**src/include/irqtb_defs.svh**
```systemverilog
// Offsets, field positions, reset values and counts of the irq and time base block.
// Assumes inclusion by bare name from the core.
`ifndef IRQTB_DEFS_SVH
`define IRQTB_DEFS_SVH
`define IRQTB_OFF_PSC     8'h00
`define IRQTB_OFF_TB0     8'h04
`define IRQTB_OFF_TB1     8'h08
`define IRQTB_OFF_EDGE    8'h0C
`define IRQTB_OFF_IRQ     8'h10
`define IRQTB_OFF_PIN     8'h14
`define IRQTB_TB_RUN_BIT  7
`define IRQTB_IRQ_EN_LSB  1
`define IRQTB_IRQ_FLG_LSB 8
`define IRQTB_PIN_FN_BIT  0
`define IRQTB_PIN_IN_BIT  1
`define IRQTB_PIN_PU_BIT  2
`define IRQTB_RST2        2'h0
`define IRQTB_RST3        3'h0
`define IRQTB_RST4        4'h0
`define IRQTB_EDGE_OFF    2'h0
`define IRQTB_EDGE_RISE   2'h1
`define IRQTB_EDGE_FALL   2'h2
`define IRQTB_EDGE_BOTH   2'h3
`define IRQTB_PSC_SYS     2'h0
`define IRQTB_PSC_DIV4    2'h1
`define IRQTB_TB0_BASE    4'h0
`define IRQTB_TB1_BASE    4'h4
`define IRQTB_DIV4_LAST   2'h3
`endif

```
**src/include/irqtb_pkg.sv**
```systemverilog
// Types shared by the irq and time base block.
// Assumes the defs header sits beside it.
package irqtb_pkg;
    typedef enum logic [1:0] {SRC_EXT, SRC_SER, SRC_TB0, SRC_TB1} irqtb_src_type;
    typedef struct packed {
        logic          valid;
        irqtb_src_type src;
    } irqtb_call_type;
    typedef struct packed {
        logic tb1;
        logic tb0;
        logic ser;
        logic ext;
    } irqtb_vec_type;
    typedef enum {BUS_IDLE, BUS_RDWAIT} irqtb_bus_type;
endpackage

```
**src/core/irqtb_top.sv**
```systemverilog
// Interrupt sources, vectoring and two time base generators behind an AHB-Lite slave.
// Assumes all inputs synchronous to hclk, one master, single word transfers.
//
// Behaviour
// RULE1: Selected pin edge sets external request flag.
// RULE2: Rising, falling, both, or disabled triggering.
// RULE3: Edge code 00 off,01 rise,10 fall,11 both.
// RULE4: External vectors only with global and own enable.
// RULE5: Pin needs enable, function select, input direction.
// RULE6: No call while stack full; request stays.
// RULE7: External service clears its flag and global.
// RULE8: Pull-high selection stays active as irq input.
// RULE9: Six serial conditions raise serial request.
// RULE10: Serial vectors only with global and own enable.
// RULE11: Serial service clears its flag and global.
// RULE12: Serial service leaves serial status flags alone.
// RULE13: Divider overflow sets time base flag periodically.
// RULE14: Time base vectors with global and own enable.
// RULE15: Time base service clears flag and global.
// RULE16: Source 00 sys, 01 sys/4, 1x sub.
// RULE17: Bit 7 runs generator, resets to zero.
// RULE18: Second period 2^4 up to 2^11.
// RULE19: Unimplemented bits read zero, ignore writes.
// RULE20: First period 2^0 up to 2^7.
// RULE21: Implemented control bits reset to zero.
`timescale 1ns/10ps
`include "irqtb_defs.svh"

module irqtb_top
    import irqtb_pkg::*;
#(
    parameter int TB_CNT_W = 11
) (
    input  wire logic           hclk,
    input  wire logic           hresetn,
    input  wire logic           hsel,
    input  wire logic [7:0]     haddr,
    input  wire logic [1:0]     htrans,
    input  wire logic           hwrite,
    input  wire logic [2:0]     hsize,
    input  wire logic [31:0]    hwdata,
    input  wire logic           hready,
    output logic                hreadyout,
    output logic                hresp,
    output logic [31:0]         hrdata,
    input  wire logic           ext_irq_pin,
    input  wire logic           sub_clk,
    input  wire logic [5:0]     serial_events,
    input  wire logic           stack_full,
    input  wire logic           irq_return,
    output irqtb_call_type      irq_call,
    output logic                pin_pull_high
);

    irqtb_bus_type          bus_q;
    logic                   wr_pend_q;
    logic [7:0]             addr_q;
    logic [31:0]            hrdata_q;
    logic [1:0]             psc_q;
    logic                   tb0_run_q;
    logic [2:0]             tb0_per_q;
    logic                   tb1_run_q;
    logic [2:0]             tb1_per_q;
    logic [1:0]             edge_q;
    irqtb_vec_type          en_q;
    irqtb_vec_type          flag_q;
    irqtb_vec_type          flag_d;
    irqtb_vec_type          set_ev;
    irqtb_vec_type          svc_clr;
    logic                   gie_q;
    logic                   pin_fn_q;
    logic                   pin_in_q;
    logic                   pull_q;
    logic                   pin_prev_q;
    logic                   sub_prev_q;
    logic [1:0]             div4_q;
    logic                   psc_tick;
    logic [TB_CNT_W-1:0]    tb0_cnt_q;
    logic [TB_CNT_W-1:0]    tb1_cnt_q;
    logic                   pin_active;
    logic                   rise;
    logic                   fall;
    logic                   take;
    logic                   wr_irq;
    logic                   svc;
    irqtb_call_type         call_q;

    // Overflow when all low bits of the period are ones at a prescaled tick
    function automatic logic tb_wrap(input logic [TB_CNT_W-1:0] cnt, input logic [3:0] n);
        logic [TB_CNT_W-1:0] mask;
        mask = ~({TB_CNT_W{1'b1}} << n);
        tb_wrap = ((cnt & mask) == mask);
    endfunction

    // Word address match for a register, low two address bits ignored
    function automatic logic hit(input logic [7:0] a, input logic [7:0] off);
        hit = (a[7:2] == off[7:2]);
    endfunction

    // AHB-Lite response: writes no wait, reads one wait state
    assign take      = hsel && hready && htrans[1];
    assign hreadyout = (bus_q != BUS_RDWAIT);
    assign hresp     = 1'b0;
    assign hrdata    = hrdata_q;
    assign irq_call  = call_q;

    // Address phase capture and read wait state
    always_ff @(posedge hclk or negedge hresetn) begin
        if (!hresetn) begin
            bus_q     <= BUS_IDLE;
            wr_pend_q <= 1'b0;
            addr_q    <= 8'h00;
        end else begin
            case (bus_q)
                BUS_IDLE: begin
                    if (take && !hwrite) begin
                        bus_q <= BUS_RDWAIT;
                    end
                end
                BUS_RDWAIT: begin
                    bus_q <= BUS_IDLE;
                end
                default: begin
                    bus_q <= BUS_IDLE;
                end
            endcase
            if (hready) begin
                wr_pend_q <= take && hwrite;
                if (take) begin
                    addr_q <= haddr;
                end
            end
        end
    end

    // Read data loaded in the wait state, unmapped reads as zero
    always_ff @(posedge hclk or negedge hresetn) begin
        if (!hresetn) begin
            hrdata_q <= 32'h0000_0000;
        end else if (bus_q == BUS_RDWAIT) begin
            hrdata_q <= 32'h0000_0000; // see RULE19
            if (hit(addr_q, `IRQTB_OFF_PSC)) begin
                hrdata_q[1:0] <= psc_q;
            end
            if (hit(addr_q, `IRQTB_OFF_TB0)) begin
                hrdata_q[`IRQTB_TB_RUN_BIT] <= tb0_run_q;
                hrdata_q[2:0]               <= tb0_per_q;
            end
            if (hit(addr_q, `IRQTB_OFF_TB1)) begin
                hrdata_q[`IRQTB_TB_RUN_BIT] <= tb1_run_q;
                hrdata_q[2:0]               <= tb1_per_q;
            end
            if (hit(addr_q, `IRQTB_OFF_EDGE)) begin
                hrdata_q[1:0] <= edge_q;
            end
            if (hit(addr_q, `IRQTB_OFF_IRQ)) begin
                hrdata_q[0]     <= gie_q;
                hrdata_q[4:1]   <= en_q;
                hrdata_q[11:8]  <= flag_q;
            end
            if (hit(addr_q, `IRQTB_OFF_PIN)) begin
                hrdata_q[2:0] <= {pull_q, pin_in_q, pin_fn_q};
            end
        end
    end

    // Time base and prescaler control, only implemented bits stored
    always_ff @(posedge hclk or negedge hresetn) begin
        if (!hresetn) begin
            psc_q     <= `IRQTB_RST2; // see RULE21
            tb0_run_q <= 1'b0;        // see RULE17
            tb0_per_q <= `IRQTB_RST3;
            tb1_run_q <= 1'b0;
            tb1_per_q <= `IRQTB_RST3;
        end else if (wr_pend_q) begin
            if (hit(addr_q, `IRQTB_OFF_PSC)) begin
                psc_q <= hwdata[1:0]; // see RULE19
            end
            if (hit(addr_q, `IRQTB_OFF_TB0)) begin
                tb0_run_q <= hwdata[`IRQTB_TB_RUN_BIT];
                tb0_per_q <= hwdata[2:0];
            end
            if (hit(addr_q, `IRQTB_OFF_TB1)) begin
                tb1_run_q <= hwdata[`IRQTB_TB_RUN_BIT];
                tb1_per_q <= hwdata[2:0];
            end
        end
    end

    // Edge select and pin configuration
    always_ff @(posedge hclk or negedge hresetn) begin
        if (!hresetn) begin
            edge_q   <= `IRQTB_EDGE_OFF;
            pin_fn_q <= 1'b0;
            pin_in_q <= 1'b0;
            pull_q   <= 1'b0;
        end else if (wr_pend_q) begin
            if (hit(addr_q, `IRQTB_OFF_EDGE)) begin
                edge_q <= hwdata[1:0];
            end
            if (hit(addr_q, `IRQTB_OFF_PIN)) begin
                pin_fn_q <= hwdata[`IRQTB_PIN_FN_BIT];
                pin_in_q <= hwdata[`IRQTB_PIN_IN_BIT];
                pull_q   <= hwdata[`IRQTB_PIN_PU_BIT];
            end
        end
    end

    // Pull-high follows its selection whatever the pin function
    assign pin_pull_high = pull_q; // see RULE8

    // Prescaled clock: every cycle, every fourth, or each sub clock rise
    always_ff @(posedge hclk or negedge hresetn) begin
        if (!hresetn) begin
            div4_q     <= `IRQTB_RST2;
            sub_prev_q <= 1'b0;
        end else begin
            div4_q     <= div4_q + 2'h1;
            sub_prev_q <= sub_clk;
        end
    end

    always_comb begin
        case (psc_q) // see RULE16
            `IRQTB_PSC_SYS:  psc_tick = 1'b1;
            `IRQTB_PSC_DIV4: psc_tick = (div4_q == `IRQTB_DIV4_LAST);
            default:         psc_tick = sub_clk && !sub_prev_q;
        endcase
    end

    // Divider counters, held at zero while the generator is off
    always_ff @(posedge hclk or negedge hresetn) begin
        if (!hresetn) begin
            tb0_cnt_q <= '0;
            tb1_cnt_q <= '0;
        end else begin
            if (!tb0_run_q) begin
                tb0_cnt_q <= '0; // see RULE17
            end else if (psc_tick) begin
                tb0_cnt_q <= tb0_cnt_q + 1'b1;
            end
            if (!tb1_run_q) begin
                tb1_cnt_q <= '0;
            end else if (psc_tick) begin
                tb1_cnt_q <= tb1_cnt_q + 1'b1;
            end
        end
    end

    // Pin edge detector gated by the pin configuration
    always_ff @(posedge hclk or negedge hresetn) begin
        if (!hresetn) begin
            pin_prev_q <= 1'b0;
        end else begin
            pin_prev_q <= ext_irq_pin;
        end
    end

    assign pin_active = en_q.ext && pin_fn_q && pin_in_q; // see RULE5
    assign rise       = ext_irq_pin && !pin_prev_q;
    assign fall       = !ext_irq_pin && pin_prev_q;

    // Hardware set events of the four request flags
    always_comb begin
        set_ev = '0;
        case (edge_q) // see RULE2
            `IRQTB_EDGE_RISE: set_ev.ext = pin_active && rise; // see RULE3
            `IRQTB_EDGE_FALL: set_ev.ext = pin_active && fall; // see RULE1
            `IRQTB_EDGE_BOTH: set_ev.ext = pin_active && (rise || fall);
            default:          set_ev.ext = 1'b0;
        endcase
        set_ev.ser = |serial_events; // see RULE9
        set_ev.tb0 = tb0_run_q && psc_tick &&
                     tb_wrap(tb0_cnt_q, `IRQTB_TB0_BASE + {1'b0, tb0_per_q}); // see RULE20
        set_ev.tb1 = tb1_run_q && psc_tick &&
                     tb_wrap(tb1_cnt_q, `IRQTB_TB1_BASE + {1'b0, tb1_per_q}); // see RULE18
    end

    // Service picks the highest pending enabled source
    assign svc = gie_q && !stack_full && ((flag_q & en_q) != '0); // see RULE6
    always_comb begin
        svc_clr = '0;
        if (svc) begin
            if (flag_q.ext && en_q.ext) begin
                svc_clr.ext = 1'b1; // see RULE4
            end else if (flag_q.ser && en_q.ser) begin
                svc_clr.ser = 1'b1; // see RULE10
            end else if (flag_q.tb0 && en_q.tb0) begin
                svc_clr.tb0 = 1'b1; // see RULE14
            end else begin
                svc_clr.tb1 = 1'b1;
            end
        end
    end

    assign wr_irq = wr_pend_q && hit(addr_q, `IRQTB_OFF_IRQ);

    // Flags: software write, service clear, then hardware set wins
    always_comb begin
        flag_d = flag_q;
        if (wr_irq) begin
            flag_d = hwdata[`IRQTB_IRQ_FLG_LSB +: 4];
        end
        flag_d = (flag_d & ~svc_clr) | set_ev; // see RULE7
    end

    always_ff @(posedge hclk or negedge hresetn) begin
        if (!hresetn) begin
            flag_q <= `IRQTB_RST4;
            en_q   <= `IRQTB_RST4;
        end else begin
            flag_q <= flag_d; // see RULE13
            if (wr_irq) begin
                en_q <= hwdata[`IRQTB_IRQ_EN_LSB +: 4];
            end
        end
    end

    // Global enable: service clears, return sets, write loads bit 0
    always_ff @(posedge hclk or negedge hresetn) begin
        if (!hresetn) begin
            gie_q <= 1'b0;
        end else if (wr_irq) begin
            gie_q <= hwdata[0];
        end else if (irq_return) begin
            gie_q <= 1'b1;
        end else if (svc) begin
            gie_q <= 1'b0; // see RULE11
        end
    end

    // Vector call pulse; serial status flags live outside and are untouched
    always_ff @(posedge hclk or negedge hresetn) begin
        if (!hresetn) begin
            call_q <= '{valid: 1'b0, src: SRC_EXT};
        end else begin
            call_q.valid <= svc; // see RULE12
            if (svc_clr.ext) begin
                call_q.src <= SRC_EXT;
            end else if (svc_clr.ser) begin
                call_q.src <= SRC_SER;
            end else if (svc_clr.tb0) begin
                call_q.src <= SRC_TB0; // see RULE15
            end else if (svc_clr.tb1) begin
                call_q.src <= SRC_TB1;
            end
        end
    end
endmodule

```
**config.mk**
```make
export PLATFORM = sky130hd
export DESIGN_NAME = irqtb_top
export DESIGN_NICKNAME = d
export VERILOG_FILES = /design/src/include/irqtb_pkg.sv /design/src/core/irqtb_top.sv
export VERILOG_INCLUDE_DIRS = /design/src /design/src/include
export SDC_FILE = /design/constraint.sdc
export NUM_CORES = 1
export LEC_CHECK = 0
export BUFFER_PORTS_ARGS = -buffer_cell sky130_fd_sc_hd__buf_2
export CORE_UTILIZATION = 30
export CTS_CLUSTER_DIAMETER = 150
export DETAILED_ROUTE_END_ITERATION = 6
export PLACE_DENSITY = 0.58
export RECOVER_POWER = 50
export SLEW_MARGIN = 20
export SYNTH_ARGS = -nofsm -noshare
export SYNTH_HDL_FRONTEND = slang
export SYNTH_SLANG_ARGS = --single-unit
```
**constraint.sdc**
```tcl
create_clock -name hclk -period 2.9 [get_ports hclk]
set_clock_uncertainty 0.05 [all_clocks]
set_input_delay 0.29 -clock hclk [delete_from_list [all_inputs] [get_ports hclk]]
set_output_delay 0.29 -clock hclk [all_outputs]
set_load 0.02 [all_outputs]
```
======== After elaboration in Yosys (flattened, before gate mapping) ========
Index checks and enable logic that the tools add are counted.
word-level totals
  bits in registers ....................... 104
  output and inout bits ................... 38
  logic and storage cells ................. 133
  input port bits ......................... 60
operators by class
  multiplexer cells ....................... 32
  shift operators ......................... 2
  bitwise logic cells ..................... 8
  $add $sub $neg .......................... 4
  reductions and logical operators ........ 41
  equal/unequal tests ..................... 17
operator list
  operator               number
  $mux 32                2
  $mux 11                4
  $eq 32x2->1 const B    1
  $logic_not 32->1       1
  $ne 32x2->1 const B    1
  $add 11x1->11 const B  2
  $and 11x11->11         2
  $eq 11x11->1           2
  $logic_and 1x1->1      22
  $not 11->11            2
  $mux 2                 7
  $eq 6x2->1 const B     2
  $eq 6x3->1 const B     2
  $mux 3                 4
  $mux 4                 3
  $reduce_and 2->1       6
  $shl 11x3->11 const A  1
  $shl 11x4->11 const A  1
  $mux 1                 9
  $and 4x4->4            2
  $reduce_bool 4->1      2
  $eq 2x2->1 const B     3
  $eq 6x1->1 const B     1
  $logic_not 6->1        1
  other kinds (15)       21

======== Longest topological paths before layout ========
  word-level depth ........................ 9
  mapped depth ............................ 6
  mapped depth without buffers ............ 6

======== Least setup slack after synthesis ========
No wires, ideal clock.
  path type ............................... reg-to-reg
  start point ............................. reg addr_q[5]
  end point ............................... reg flag_q[2] in the netlist's numbering
  setup time .............................. 0.122 ns
  cell stages (with the launch flop) ...... 6
  slack ................................... 0.856 ns
  buffers on the path ..................... 1
  clock period less this slack ............ 2.044 ns
  required time ........................... 2.728 ns
  data arrival time ....................... 1.872 ns
  cells stage by stage .................... dfrtp_1 -> or3_4 -> or4b_4 -> buf_6 -> mux2_4 -> a32o_1
RTL lines
  what                      RTL line          text
  start: declaration        irqtb_top.sv:57   logic [7:0] addr_q;
  start signal: assignment  irqtb_top.sv:130  addr_q <= haddr;
  end signal: assignment    irqtb_top.sv:309  flag_q <= `IRQTB_RST4;
  end signal: assignment    irqtb_top.sv:312  flag_q <= flag_d;
  end: declaration          irqtb_top.sv:66   irqtb_vec_type flag_q;

==> results.txt <==
The share of the clock period used by the worst path after layout was 0.719. The via count of the first global-routing pass came out at 2311. The total routing usage reported by global routing was 0.128; the total number of H-tree levels was 3. The run finished, with violations left. The time the worst path needs with I/O delays and setup is 2090 ps. In this run, distinct cell masters in the synthesized netlist total 45.

The proportion of synthesized flip-flops having asynchronous set or reset works out to 1.00. The library cell used most frequently in the layout, excluding fill and tap cells, is dfrtp_1. For this run, the leading register cell type out of synthesis is dfrtp_1. The average routed wire per standard cell is 13.3 µm, and the number of buffers inserted to repair setup after CTS is 0. The launch instance of the worst min-delay path is sub_clk.

In this run the remaining antenna-violating nets after routing total 0. For this design the ratio of total power to cell area is 725 mW/mm². Summed over all layers, the routed wires come to 6820 µm. Initial standard-cell utilization of the core: 0.310. The checks that failed: capacitance limit, slew limit. Number of antenna violations at the first check in global routing: 0. The total inserted antenna cells is 0.

In this run the deepest clock path goes through 2 buffers. TritonCTS built the clock tree. Setup slack on the critical path of the routed design comes to 814 ps. The run gives 2260 ps as the endpoint arrival time on the critical path. The instance count along the most critical hold path came out at 1. The congestion estimate from routability-driven global placement came to 0.768. The remaining max-slew budget at the tightest pin was -0.107; the count of mapped cells out of synthesis was 312.

For the number of CTS-inserted buffers, the log shows 9. The clock-pin slew on the worst setup and hold paths was 60 ps; the floorplan row count was 38. The count of endpoints failing hold in the final timing report came out at 0. Slew at the pin with the worst max-slew slack: 1660 ps. The tools report the startpoint of the lowest-slack register-to-register path as addr_q[5]. The total via count in the routed design is 2481.

From left edge to right edge, the die measures 108 µm. For the worst setup path, the data required time is 3070 ps. The type of the worst setup path was reg2reg.

The post-synthesis cell area is 0.00339 mm², and the total overflow reported by the global router is 0. IR analysis of the VDD net gives a maximum drop of 0.000336 V. The Yosys step of the flow raised 0 warnings. Derived from the worst setup path, the maximum achievable clock frequency is 479 MHz.

The final layout contains 431 nets. In the routed design, unresolved DRC markers number 0. The worst setup path is launched from a register. The portion of the post-synthesis area used by sequential elements is 0.495, and the y dimension of the die is 108 µm. The final max-slew violation count was 30; the global-route wire length before repair was 11400 µm. The library cell used as clock root buffer is clkbuf_16. The start point of the critical path is addr_q[5]. The clock sink total is 67.

The area growth from synthesis to layout is 17.5%. The worst setup path is captured at a register. Setup violations remaining at the end of the flow were counted as 0. The flop and latch count out of synthesis is 67. The fraction of layout cells with a size suffix above 1 is 0.221.

Pin placement for this block handled 98 I/O pins. The number of enable-type register cells in the synthesized netlist was 0; the standby leakage power was 1.72 nW. Once detailed placement completed, the half-perimeter wirelength came to 5210 µm. Kind of path behind the tightest hold check: in2reg. The per-cell via count in the routed design was 4.86; the synthesized area divided by synthesized cell count was 10.9 µm². During placement, the flow inserted port buffers numbering 46. The number of detailed-routing iterations run before antenna repair is 4. Setup repair after global routing left no endpoint under its margin. The insertion delay of the later-clocked pin in the worst-skew pair was 330 ps. Entering global routing, the biggest net connects 39 pins. The tools report the total negative slack as 0 ps. For the die area, the log shows 0.0117 mm². In this run the standard cell core region covers 0.0109 mm². For the worst flop-to-flop path, the logic depth is 4. The first routing iteration left 119 violations.

The maximum fanout count along the critical path came out at 11. The number of max-capacitance violations reported was 1; the setup slack after placement was 817 ps. In the layout the commonest cells are dfrtp_1 (67), mux2_2 (30), buf_2 (28).
metal layers:
layer / part of all wire / up-vias / track usage
met2: 0.46 / 66 / 0.194
met1: 0.47 / 1212 / 0.174
met3: 0.053 / 8 / 0.0386
met5: 0 / - / 0
li1: - / 1195 / -
met4: 0.014 / 0 / 0.0434
report_power, final:
part           internal, mW  total [mW]  switching (mW)
Sequential             1.09        1.27           0.181
Clock                 0.626        1.03           0.401
Combinational         0.272       0.583           0.311
Total                  1.99        2.88           0.894
what timing repair did:
action	in CTS	in global routing
endpoints found under the hold margin	29	0
resized for setup	0	0
hold buffers	1	0
logic make-up (layout without fill, tap and decap cells):
| kind of cell | Yosys count | after routing | share of synthesized area |
|---|---|---|---|
| other | 1 | 23 | 0.00111 |
| xor gates and xnor gates | 6 | 6 | 0.0155 |
| AOI/OAI and AO/OA | 58 | 58 | 0.116 |
| adders and majority gates | 5 | 5 | 0.0185 |
| buffers and inverters | 47 | 84 | 0.0798 |
| muxes | 39 | 39 | 0.135 |
| DFF | 67 | 67 | 0.495 |
| and+or+nand+nor | 89 | 89 | 0.139 |
path summary, 6_finish.rpt:
path                                     end  slack, ps
worst max-delay path               flag_q[2]        810
worst min-delay path              sub_prev_q         50
worst max register to register     flag_q[2]        810
worst min register to register     div4_q[0]        370
max in group asynchronous       tb1_cnt_q[6]        950
min in group asynchronous          hrdata[8]        870
Yosys cell counts (2+ instances only):
master	instances	area (µm²)
a211oi_1	2	15.0
a21boi_0	3	22.5
a21oi_1	15	75.1
a221oi_1	3	26.3
a22o_1	8	70.1
a31oi_1	3	18.8
buf_4	23	173
clkbuf_1	5	18.8
dfrtp_1	67	1680
ha_1	5	62.6
inv_1	17	63.8
mux2_2	30	338
mux2i_1	6	60.1
mux4_2	2	45.0
nand2_1	23	86.3
nand2b_1	9	56.3
nand3_1	14	70.1
nand4_1	4	25.0
nor2_1	15	56.3
nor2b_1	4	25.0
nor3_1	3	15.0
nor3b_1	4	30.0
nor4_1	2	12.5
o211ai_1	2	15.0
o21ai_0	8	40.0
o22ai_1	3	18.8
o31ai_1	4	30.0
o41ai_1	2	17.5
or3_1	2	12.5
or4_1	5	37.5
xnor2_1	5	43.8
metrics by stage:
stage	hold slack, ps	area [µm²]	instances	util	total power [mW]
after floorplan	-55.6	3470	334	-	1.71
after global placement	323	3710	494	0.339	1.87
after detailed placement	327	3710	494	0.339	1.89
after CTS	33.6	4010	511	0.366	2.92
after global routing	48.6	3980	511	0.364	3.06
final	50.8	3980	511	0.364	2.88
final cells by class:
class                      instances  area [µm²]
fill                            1121        6960
sequential                        67        1680
multi-input combinational        220        1520
clock buffer                      11         253
timing repair buffer              50         249
tap                              140         175
inverter                          18        67.6
clock inverter                     5        36.3
flip-flops by register name, indices dropped and copies added (netlist names):
name / cells
addr_q: 6
tb1_cnt_q: 11
tb1_run_q: 1
edge_q: 2
bus_q: 1
gie_q: 1
flag_q: 4
pin_prev_q: 1
pin_in_q: 1
pin_fn_q: 1
div4_q: 2
tb0_per_q: 3
tb1_per_q: 3
en_q: 4
wr_pend_q: 1
irq_call: 3
pin_pull_high: 1
psc_q: 2
sub_prev_q: 1
tb0_run_q: 1
hrdata: 10
tb0_cnt_q: 7
worst max-delay path: stages (launching register included):
cell,delay (ps)
dfrtp_1,370
or3_4,400
or4b_4,610
mux2_4,330
a32o_1,200
No activity file was read; power rests on OpenSTA's default activity.
